`config.mk`:
```
export PLATFORM = sky130hd
export DESIGN_NAME = trng_top
export DESIGN_NICKNAME = d
export VERILOG_FILES = /design/src/trng_pkg.sv /design/src/trng_top.sv /design/src/trng_byte_buf.sv
export SDC_FILE = /design/constraint.sdc
export NUM_CORES = 1
export LEC_CHECK = 0
export BUFFER_PORTS_ARGS = -buffer_cell sky130_fd_sc_hd__buf_2
export CAP_MARGIN = 20
export CORE_AREA = 2 2 233 235
export DETAILED_ROUTE_END_ITERATION = 8
export DIE_AREA = 0 0 235 237
export GPL_ROUTABILITY_DRIVEN = 0
export PLACE_DENSITY = 0.68
export SLEW_MARGIN = 20
export SYNTH_ARGS = -nofsm -noshare
export SYNTH_HDL_FRONTEND = slang
export SYNTH_SLANG_ARGS = --single-unit
```
`constraint.sdc`:
```
create_clock -name clk_i -period 2.35 [get_ports clk_i]
set_input_delay 0.47 -clock clk_i [delete_from_list [all_inputs] [get_ports clk_i]]
set_output_delay 0.47 -clock clk_i [all_outputs]
set_load 0.02 [all_outputs]
```
`src/trng_pkg.sv`:
```
// Constants, register map and state type for the random byte generator
//
// Behaviour
// RULE1 - A start task from a register write or subscribed channel begins generation.
// RULE2 - A stop task ends generation.
// RULE3 - While running, bytes are produced continuously and loaded into the value register.
// RULE4 - Exactly one value-ready event accompanies each new value register load.
// RULE5 - Each value is overwritten by the next; software reads it between events.
// RULE6 - With correction on, noise bits are debiased before byte assembly.
// RULE7 - Serial bits shift into a byte register, read out in parallel.
// RULE8 - A configuration bit switches bias correction; slower but uniform output.
// RULE9 - Byte time varies; consumers rely on the ready event, not cycle counts.
// RULE10 - Generation uses only the noise input, no software seed.
// RULE11 - Start and stop tasks are write-only at 0x000 and 0x004, triggered by 1.
// RULE12 - Subscribe registers at 0x080/0x084 hold channel index and enable bit.
// RULE13 - Publish register at 0x180 broadcasts value-ready onto a chosen channel.
// RULE14 - Shortcut register at 0x200 lets value-ready trigger stop in hardware.
// RULE15 - First byte starts after a one-time 128 us delay following start.
// RULE16 - Uncorrected bytes take typically 32 us each.
// RULE17 - Corrected bytes are specified up to 122 us, duration not guaranteed.
// RULE18 - Interrupt is high while the event flag and its enable are both set.
// RULE19 - Event flag stays set until software writes zero to the event register.
package trng_pkg;
    // Register offsets (byte addresses)
    localparam logic [11:0] OFS_START_TASK = 12'h000;
    localparam logic [11:0] OFS_STOP_TASK = 12'h004;
    localparam logic [11:0] OFS_START_SUB = 12'h080;
    localparam logic [11:0] OFS_STOP_SUB = 12'h084;
    localparam logic [11:0] OFS_EVENT = 12'h100;
    localparam logic [11:0] OFS_PUBLISH = 12'h180;
    localparam logic [11:0] OFS_EVENT_TASK_SHORTCUTS = 12'h200;
    localparam logic [11:0] OFS_INTEN_SET = 12'h304;
    localparam logic [11:0] OFS_INTEN_CLR = 12'h308;
    localparam logic [11:0] OFS_CONFIG = 12'h504;
    localparam logic [11:0] OFS_VALUE = 12'h508;
    localparam int ADDR_W = 12;
    localparam int DATA_W = 32;
    // Field layout
    localparam int TASK_TRIG_BIT = 0;
    localparam int CHAN_IDX_W = 8;
    localparam int NUM_CHANNELS = 256;
    localparam int CHAN_EN_BIT = 31;
    localparam logic [31:0] CHAN_MASK = 32'h800000FF;
    localparam int EVT_BIT = 0;
    localparam int SHORT_STOP_BIT = 0;
    localparam logic [31:0] EVENT_TASK_SHORTCUTS_MASK = 32'h00000001;
    localparam int INT_READY_BIT = 0;
    localparam int CFG_CORR_BIT = 0;
    localparam logic [31:0] CFG_MASK = 32'h00000001;
    localparam logic [31:0] RESET_WORD = 32'h00000000;
    localparam int BYTE_W = 8;
    // Timing and buffer depth
    localparam int CLK_PERIOD_NS = 5;
    localparam int START_DELAY_US = 128;
    localparam int BYTE_TIME_US = 32;
    localparam int CORR_BYTE_MAX_US = 122;
    localparam int START_DELAY_CYC = (START_DELAY_US * 1000) / CLK_PERIOD_NS;
    localparam int BIT_CYC = (BYTE_TIME_US * 1000) / (CLK_PERIOD_NS * BYTE_W);
    localparam int BUF_DEPTH = 2;

    typedef enum logic [1:0] {
        ST_IDLE = 2'h0,
        ST_WARMUP = 2'h1,
        ST_RUN = 2'h2
    } trng_state_t;
endpackage

```
`src/trng_top.sv`:
```
// Random byte generator: task control, noise sampling, debias, byte assembly and registers
module trng_top
    import trng_pkg::*;
#(
    parameter int START_DELAY_CYCLES = START_DELAY_CYC,
    parameter int BIT_CYCLES = BIT_CYC,
    parameter int BUFFER_DEPTH = BUF_DEPTH
) (
    // Clock and reset
    input wire logic clk_i,
    input wire logic arst_n_i,
    // Noise source
    input wire logic noise_bit_i,
    // Register port
    input wire logic [ADDR_W-1:0] addr_i,
    input wire logic [DATA_W-1:0] wdata_i,
    input wire logic wr_i,
    input wire logic rd_i,
    output logic [DATA_W-1:0] rdata_o,
    // Event interconnect
    input wire logic [NUM_CHANNELS-1:0] ev_chan_i,
    output logic [NUM_CHANNELS-1:0] pub_chan_o,
    // Interrupt
    output logic irq_o
);
    trng_state_t state_reg;
    logic noise_meta_reg;
    logic noise_sync_reg;
    logic [31:0] warm_cnt_reg;
    logic [31:0] div_cnt_reg;
    logic sample_en_reg;
    logic pair_have_reg;
    logic pair_first_reg;
    logic [BYTE_W-1:0] shift_reg;
    logic [2:0] bit_cnt_reg;
    logic byte_full_reg;
    logic [BYTE_W-1:0] value_reg;
    logic evt_reg;
    logic inten_reg;
    logic [31:0] start_sub_reg;
    logic [31:0] stop_sub_reg;
    logic [31:0] pub_cfg_reg;
    logic [31:0] event_task_shortcuts_reg;
    logic [31:0] cfg_reg;
    logic [DATA_W-1:0] rdata_reg;
    logic irq_reg;
    logic [NUM_CHANNELS-1:0] pub_reg;

    logic wr_start;
    logic wr_stop;
    logic sub_start_hit;
    logic sub_stop_hit;
    logic short_stop;
    logic start_trig;
    logic stop_trig;
    logic warm_done;
    logic corr_on;
    logic take_raw;
    logic bit_valid;
    logic bit_val;
    logic push_ready;
    logic push_accept;
    logic buf_out_valid;
    logic [BYTE_W-1:0] buf_out_data;
    logic drain_ready;
    logic value_load;
    logic buf_flush;
    logic evt_clear;
    logic [DATA_W-1:0] rd_mux;

    // Noise pin synchroniser; nothing else ever feeds the generator
    always_ff @(posedge clk_i or negedge arst_n_i) begin
        if (!arst_n_i) begin
            noise_meta_reg <= 1'b0;
            noise_sync_reg <= 1'b0;
        end else begin
            noise_meta_reg <= noise_bit_i; // [RULE10]
            noise_sync_reg <= noise_meta_reg;
        end
    end

    // Task triggers
    assign wr_start = wr_i && (addr_i == OFS_START_TASK) && wdata_i[TASK_TRIG_BIT]; // [RULE11]
    assign wr_stop = wr_i && (addr_i == OFS_STOP_TASK) && wdata_i[TASK_TRIG_BIT]; // [RULE11]
    assign sub_start_hit = start_sub_reg[CHAN_EN_BIT] && ev_chan_i[start_sub_reg[CHAN_IDX_W-1:0]]; // [RULE12]
    assign sub_stop_hit = stop_sub_reg[CHAN_EN_BIT] && ev_chan_i[stop_sub_reg[CHAN_IDX_W-1:0]]; // [RULE12]
    assign short_stop = value_load && event_task_shortcuts_reg[SHORT_STOP_BIT]; // [RULE14]
    assign start_trig = wr_start || sub_start_hit; // [RULE1]
    assign stop_trig = wr_stop || sub_stop_hit || short_stop; // [RULE2]
    assign warm_done = (warm_cnt_reg == 32'(START_DELAY_CYCLES - 1));

    // Run control; stop wins over a simultaneous start, start while busy is ignored
    always_ff @(posedge clk_i or negedge arst_n_i) begin
        if (!arst_n_i) begin
            state_reg <= ST_IDLE;
        end else if (stop_trig) begin
            state_reg <= ST_IDLE; // [RULE2]
        end else begin
            case (state_reg)
                ST_IDLE: begin
                    if (start_trig) begin
                        state_reg <= ST_WARMUP; // [RULE1]
                    end
                end
                ST_WARMUP: begin
                    if (warm_done) begin
                        state_reg <= ST_RUN; // [RULE15]
                    end
                end
                ST_RUN: begin
                    state_reg <= ST_RUN; // [RULE3]
                end
                default: begin
                    state_reg <= ST_IDLE;
                end
            endcase
        end
    end

    // One-time start delay, counted only in warm-up
    always_ff @(posedge clk_i or negedge arst_n_i) begin
        if (!arst_n_i) begin
            warm_cnt_reg <= '0;
        end else if (state_reg != ST_WARMUP) begin
            warm_cnt_reg <= '0;
        end else begin
            warm_cnt_reg <= warm_cnt_reg + 32'(1); // [RULE15]
        end
    end

    // Bit-rate divider: one sample enable per bit period while running
    always_ff @(posedge clk_i or negedge arst_n_i) begin
        if (!arst_n_i) begin
            div_cnt_reg <= '0;
            sample_en_reg <= 1'b0;
        end else if (state_reg != ST_RUN || stop_trig) begin
            div_cnt_reg <= '0;
            sample_en_reg <= 1'b0;
        end else if (div_cnt_reg == 32'(BIT_CYCLES - 1)) begin
            div_cnt_reg <= '0;
            sample_en_reg <= 1'b1; // [RULE16]
        end else begin
            div_cnt_reg <= div_cnt_reg + 32'(1);
            sample_en_reg <= 1'b0;
        end
    end

    // Debias: pairs of raw bits, unequal pair gives its first bit, equal pair is dropped
    assign corr_on = cfg_reg[CFG_CORR_BIT]; // [RULE8]
    assign take_raw = sample_en_reg && !byte_full_reg && (state_reg == ST_RUN);
    assign bit_valid = take_raw && (!corr_on || (pair_have_reg && (pair_first_reg != noise_sync_reg))); // [RULE6]
    assign bit_val = corr_on ? pair_first_reg : noise_sync_reg;

    // Dropped pairs make corrected byte time open-ended
    always_ff @(posedge clk_i or negedge arst_n_i) begin
        if (!arst_n_i) begin
            pair_have_reg <= 1'b0;
            pair_first_reg <= 1'b0;
        end else if (state_reg != ST_RUN || !corr_on) begin
            pair_have_reg <= 1'b0;
            pair_first_reg <= 1'b0;
        end else if (take_raw) begin
            pair_have_reg <= !pair_have_reg; // [RULE17]
            if (!pair_have_reg) begin
                pair_first_reg <= noise_sync_reg; // [RULE6]
            end
        end
    end

    // Serial-in byte assembly, held until the buffer takes it
    assign push_accept = byte_full_reg && push_ready;

    always_ff @(posedge clk_i or negedge arst_n_i) begin
        if (!arst_n_i) begin
            shift_reg <= '0;
            bit_cnt_reg <= '0;
            byte_full_reg <= 1'b0;
        end else if (state_reg != ST_RUN) begin
            bit_cnt_reg <= '0;
            byte_full_reg <= 1'b0;
        end else if (push_accept) begin
            bit_cnt_reg <= '0;
            byte_full_reg <= 1'b0;
        end else if (bit_valid) begin
            shift_reg <= {shift_reg[BYTE_W-2:0], bit_val}; // [RULE7]
            bit_cnt_reg <= bit_cnt_reg + 3'(1);
            if (bit_cnt_reg == 3'(BYTE_W - 1)) begin
                byte_full_reg <= 1'b1;
            end
        end
    end

    // Value is held steady during a read of it
    assign buf_flush = (state_reg != ST_RUN);
    assign drain_ready = (state_reg == ST_RUN) && !(rd_i && (addr_i == OFS_VALUE));
    assign value_load = buf_out_valid && drain_ready; // [RULE9]

    trng_byte_buf #(
        .WIDTH(BYTE_W),
        .DEPTH(BUFFER_DEPTH)
    ) u_buf (
        .clk_i(clk_i),
        .arst_n_i(arst_n_i),
        .flush_i(buf_flush),
        .in_valid_i(byte_full_reg),
        .in_ready_o(push_ready),
        .in_data_i(shift_reg),
        .out_valid_o(buf_out_valid),
        .out_ready_i(drain_ready),
        .out_data_o(buf_out_data)
    );

    // Value register, overwritten by each new byte
    always_ff @(posedge clk_i or negedge arst_n_i) begin
        if (!arst_n_i) begin
            value_reg <= '0;
        end else if (value_load) begin
            value_reg <= buf_out_data; // [RULE3] [RULE5] [RULE7]
        end
    end

    // Event flag: set wins over a clear in the same cycle
    assign evt_clear = wr_i && (addr_i == OFS_EVENT) && !wdata_i[EVT_BIT];

    always_ff @(posedge clk_i or negedge arst_n_i) begin
        if (!arst_n_i) begin
            evt_reg <= 1'b0;
        end else if (value_load) begin
            evt_reg <= 1'b1; // [RULE4]
        end else if (evt_clear) begin
            evt_reg <= 1'b0; // [RULE19]
        end
    end

    // Interrupt enable, set and clear by writing ones
    always_ff @(posedge clk_i or negedge arst_n_i) begin
        if (!arst_n_i) begin
            inten_reg <= 1'b0;
        end else if (wr_i && (addr_i == OFS_INTEN_SET) && wdata_i[INT_READY_BIT]) begin
            inten_reg <= 1'b1; // [RULE18]
        end else if (wr_i && (addr_i == OFS_INTEN_CLR) && wdata_i[INT_READY_BIT]) begin
            inten_reg <= 1'b0; // [RULE18]
        end
    end

    // Configuration registers
    always_ff @(posedge clk_i or negedge arst_n_i) begin
        if (!arst_n_i) begin
            start_sub_reg <= RESET_WORD;
            stop_sub_reg <= RESET_WORD;
            pub_cfg_reg <= RESET_WORD;
            event_task_shortcuts_reg <= RESET_WORD;
            cfg_reg <= RESET_WORD;
        end else if (wr_i) begin
            if (addr_i == OFS_START_SUB) begin
                start_sub_reg <= wdata_i & CHAN_MASK; // [RULE12]
            end else if (addr_i == OFS_STOP_SUB) begin
                stop_sub_reg <= wdata_i & CHAN_MASK; // [RULE12]
            end else if (addr_i == OFS_PUBLISH) begin
                pub_cfg_reg <= wdata_i & CHAN_MASK; // [RULE13]
            end else if (addr_i == OFS_EVENT_TASK_SHORTCUTS) begin
                event_task_shortcuts_reg <= wdata_i & EVENT_TASK_SHORTCUTS_MASK; // [RULE14]
            end else if (addr_i == OFS_CONFIG) begin
                cfg_reg <= wdata_i & CFG_MASK; // [RULE8]
            end
        end
    end

    // Interrupt and publish outputs
    always_ff @(posedge clk_i or negedge arst_n_i) begin
        if (!arst_n_i) begin
            irq_reg <= 1'b0;
        end else begin
            irq_reg <= evt_reg && inten_reg; // [RULE18]
        end
    end

    always_ff @(posedge clk_i or negedge arst_n_i) begin
        if (!arst_n_i) begin
            pub_reg <= '0;
        end else begin
            pub_reg <= '0;
            if (value_load && pub_cfg_reg[CHAN_EN_BIT]) begin
                pub_reg[pub_cfg_reg[CHAN_IDX_W-1:0]] <= 1'b1; // [RULE13]
            end
        end
    end

    // Read mux; task registers and unmapped addresses read zero
    always_comb begin
        rd_mux = RESET_WORD;
        if (addr_i == OFS_START_SUB) begin
            rd_mux = start_sub_reg;
        end else if (addr_i == OFS_STOP_SUB) begin
            rd_mux = stop_sub_reg;
        end else if (addr_i == OFS_EVENT) begin
            rd_mux[EVT_BIT] = evt_reg;
        end else if (addr_i == OFS_PUBLISH) begin
            rd_mux = pub_cfg_reg;
        end else if (addr_i == OFS_EVENT_TASK_SHORTCUTS) begin
            rd_mux = event_task_shortcuts_reg;
        end else if (addr_i == OFS_INTEN_SET || addr_i == OFS_INTEN_CLR) begin
            rd_mux[INT_READY_BIT] = inten_reg;
        end else if (addr_i == OFS_CONFIG) begin
            rd_mux = cfg_reg;
        end else if (addr_i == OFS_VALUE) begin
            rd_mux[BYTE_W-1:0] = value_reg;
        end
    end

    always_ff @(posedge clk_i or negedge arst_n_i) begin
        if (!arst_n_i) begin
            rdata_reg <= '0;
        end else if (rd_i) begin
            rdata_reg <= rd_mux;
        end else begin
            rdata_reg <= '0;
        end
    end

    assign rdata_o = rdata_reg;
    assign irq_o = irq_reg;
    assign pub_chan_o = pub_reg;
endmodule

```
`src/trng_byte_buf.sv`:
```
// Small valid/ready buffer between the byte assembler and the value register
module trng_byte_buf #(
    parameter int WIDTH = 8,
    parameter int DEPTH = 2
) (
    // Clock, reset and flush
    input wire logic clk_i,
    input wire logic arst_n_i,
    input wire logic flush_i,
    // Fill side
    input wire logic in_valid_i,
    output logic in_ready_o,
    input wire logic [WIDTH-1:0] in_data_i,
    // Drain side
    output logic out_valid_o,
    input wire logic out_ready_i,
    output logic [WIDTH-1:0] out_data_o
);
    localparam int AW = (DEPTH > 1) ? $clog2(DEPTH) : 1;

    logic [WIDTH-1:0] mem_reg [DEPTH];
    logic [AW-1:0] wptr_reg;
    logic [AW-1:0] rptr_reg;
    logic [AW:0] cnt_reg;
    logic push;
    logic pop;

    assign in_ready_o = (cnt_reg != (AW+1)'(DEPTH));
    assign out_valid_o = (cnt_reg != '0);
    assign out_data_o = mem_reg[rptr_reg];
    assign push = in_valid_i && in_ready_o;
    assign pop = out_valid_o && out_ready_i;

    always_ff @(posedge clk_i) begin
        if (push) begin
            mem_reg[wptr_reg] <= in_data_i;
        end
    end

    always_ff @(posedge clk_i or negedge arst_n_i) begin
        if (!arst_n_i) begin
            wptr_reg <= '0;
            rptr_reg <= '0;
            cnt_reg <= '0;
        end else if (flush_i) begin
            wptr_reg <= '0;
            rptr_reg <= '0;
            cnt_reg <= '0;
        end else begin
            if (push) begin
                wptr_reg <= (wptr_reg == AW'(DEPTH - 1)) ? '0 : wptr_reg + AW'(1);
            end
            if (pop) begin
                rptr_reg <= (rptr_reg == AW'(DEPTH - 1)) ? '0 : rptr_reg + AW'(1);
            end
            if (push && !pop) begin
                cnt_reg <= cnt_reg + (AW+1)'(1);
            end else if (pop && !push) begin
                cnt_reg <= cnt_reg - (AW+1)'(1);
            end
        end
    end
endmodule

```
==> run metrics <==
core area ~0.053 mm²; Clock Tree Root clkbuf_16; first-pass GRT wire length about 100000 µm; GRT met3 Usage 0.0705; maxcap violations 0; Post-DRT Antenna Nets 0; Std-Cell Rows 85; maximum vdd drop around 500 µV; port buffer count 547; Starting Density 0.367; detailed placer's ending HPWL approximately 53000 µm; WL final about 70000 µm; initial antenna violation count 2; FF-to-FF Start stop_sub_reg[0]; GR Overflow Total 0; slew of the pin with the lowest slew margin roughly 0.8 ns; vias between 15000 and 20000; worst reg2reg path depth 9; RR Endpoint div_cnt_reg[19]; CTS clk-pin slew, worst paths roughly 0.060 ns; syn_area_per_cell ~11 µm²; largest net degree at the start of global routing 66; number of synthesized flops with an enable pin 16; status finished with violations; M1 GR Usage 0.315; Worst R2R Setup Slack -0.34 ns; Data required, critical path 2.79 ns; synth warn 0; CTS H-tree lvls 2; total track usage 0.240; leakage 12.6 nW; ys async rst share 0.961; Power Density between 500 and 600 mW/mm²; vias in the first global route roughly 17000; Vias/cell between 5 and 6; hold path startpoint noise_bit_i; worst-path maximum fanout 14; Yosys top cell by area dfrtp_1; final hold vios 0; Clock Latency Late Sink roughly 0.56 ns; nets@finish around 2700; Crit path max-delay family simple AND/OR/NAND/NOR gates; Fmax ~370 MHz; cell count after synthesis 1703; drt wl/cell between 20 and 25 µm; Die W between 200 and 250 µm; die height around 240 µm; Setup violations, final 35; Global Route met2 Usage 0.379; leading post-synthesis cells by cell area dfrtp_1 50%, mux4_2 7.1%, nor2_1 6.4%; Die ar. between 0.05 and 0.06 mm²; Worst path slowest cell or4_4; CP cell instances buf_8 -> buf_4 -> mux4_1 -> a22oi_1 -> and4_1 -> or4_4 -> nand4_4 -> buf_12 -> nor2_1; # DRC 0; max incr delay on CP 0.64 ns; Largest register FFs between 200 and 300; Crit. End Element register; worst setup path class reg2reg; Cell variety after synth between 60 and 70; hold depth 1; Hold WC Path Type in2reg; First-pass DRT Iterations 9; failing checks setup timing; hold endpoint noise_meta_reg; number of synthesized register bits between 400 and 500; Slew Viols, Final 0; clk_skew 0.0358 ns; Yosys top cell area share 0.502; maximum clock insertion buffer count 3; final worst path period need between 2 and 3 ns; worst rel slew slack 0.464; Final period util 1.15; top_reg_cell synth dfrtp_1; WP data arrival about 3.1 ns; fraction of layout cells with a size suffix above 1 0.420; synthesized cell area between 0.015 and 0.02 mm²; crit start category register; WP buf/inv 3; CTS tree done; Cells after DPL 3055; I/O Pins approximately 600; register area share after synthesis 0.526; Worst Setup Slack, final -0.342 ns; GR peak layer met2; final std cells w/o fill around 3200; Iter 0 DRT Violations roughly 1600; Synth-to-Final Area Change 35.8%; number of CTS-inserted buffers 40; RSZ-0062 raised after global routing yes; fillcell total around 4700; Num Clock Sinks 408; Layout Utilization 0.498
[cell type report]
type                    count  area, µm²  area share
flip-flops and latches    408      10300       0.388
repair buffers            791       5130       0.193
clock buffers              54       1110      0.0420
inverters                   9       33.8     0.00127
well taps                 696        871      0.0328
multi-input cells        1175       8810       0.332
diodes                      2       5.00    0.000189
clock inverters            18        278      0.0105
[placed cells by master (no fill, tap or decap), types with 15 or more instances in the layout]
cell | Yosys | layout
buf_2 | 21 | 546
dfrtp_1 | 392 | 389
nor2_1 | 331 | 326
buf_4 | 32 | 194
mux2i_1 | 121 | 118
nand2_1 | 101 | 87
mux4_2 | 62 | 65
nand3_1 | 58 | 51
clkbuf_16 | 0 | 43
mux2_2 | 41 | 40
a22oi_1 | 38 | 38
and2_1 | 39 | 38
a21oi_1 | 33 | 33
nand4_1 | 32 | 32
xor2_1 | 32 | 32
nor2b_1 | 32 | 31
buf_12 | 3 | 30
xnor2_1 | 29 | 29
conb_1 | 1 | 23
edfxtp_1 | 16 | 16
and3_1 | 15 | 15
[worst max-delay path by stage]
| stage | from | end | slack [ns] | depth (start not counted) |
|---|---|---|---|---|
| 2_1_floorplan | stop_sub_reg[0] | div_cnt_reg[18] | -0.17 | 15 |
| 6_report | stop_sub_reg[0] | div_cnt_reg[19] | -0.34 | 9 |
| 5_1_grt | start_sub_reg[1] | state_reg[1] | -0.38 | 12 |
| 3_3_place_gp | stop_sub_reg[0] | div_cnt_reg[24] | -0.54 | 9 |
| 3_5_place_dp | stop_sub_reg[0] | div_cnt_reg[31] | -0.51 | 9 |
| 4_1_cts | stop_sub_reg[0] | div_cnt_reg[31] | -0.29 | 12 |
[routing by layer]
| layer | part of all wire | vias up |
|---|---|---|
| li1 | - | 7432 |
| met3 | 0.11 | 252 |
| met4 | 0.039 | 2 |
| met2 | 0.46 | 1051 |
| met1 | 0.39 | 8541 |
| met5 | 0.00019 | - |
[metrics by stage]
step | power (mW) | area [µm²] | TNS (ns) | hold WS (ns) | setup slack, ns
detailed placement | 8.19 | 24600 | -56.17 | 0.336 | -0.508
floorplan | 7.56 | 20000 | -17.51 | 0.174 | -0.166
global route | 15.3 | 26500 | -11.09 | 0.0240 | -0.381
finish | 14.8 | 26500 | -10.07 | 0.0484 | -0.342
global placement | 8.16 | 24600 | -52.38 | 0.335 | -0.543
CTS | 14.9 | 26200 | -9.13 | 0.0230 | -0.293
[synthesized netlist by cell type, types with 18 or more instances]
library cell and number:
nand4_1 32, xor2_1 32, buf_4 32, a22oi_1 38
xnor2_1 29, nand2_1 101, nor2b_1 32, o21ai_0 18
nand3_1 58, clkbuf_1 58, a21oi_1 33, and2_1 39
buf_2 21, mux4_2 62, mux2i_1 121, nor2_1 331
mux2_2 41, dfrtp_1 392
[worst register-to-register path: stages (launching register included)]
cell and delay (ns):
dfrtp_4 0.50, buf_8 0.16, buf_4 0.16, mux4_1 0.34, a22oi_1 0.09, and4_1 0.27, or4_4 0.64, nand4_4 0.21
buf_12 0.16, nor2_1 0.05
[power by group]
part	switching [mW]	internal (mW)
registers	0.00995	7.07
clock network	2.79	3.93
logic	0.583	0.452
[cells by family after synthesis]
kind of cell	after synthesis	share of synthesized area
compound gates	148	0.0520
xor+xnor	61	0.0273
fa+ha+maj	7	0.00448
buf+inv	142	0.0427
flops	408	0.526
mux	240	0.179
other cells	1	0.000192
simple gates	696	0.168
[timing repair]
item                                    4_1_cts  5_1_grt
endpoints found under the setup margin       66      112
hold endpoints to repair                     53        0
cloned                                        2        3
buffers inserted                              9        9
pin swaps                                    13       32
gates resized for setup                      19       37
hold buffers                                  1        0
No activity file was read; power rests on OpenSTA's default activity.
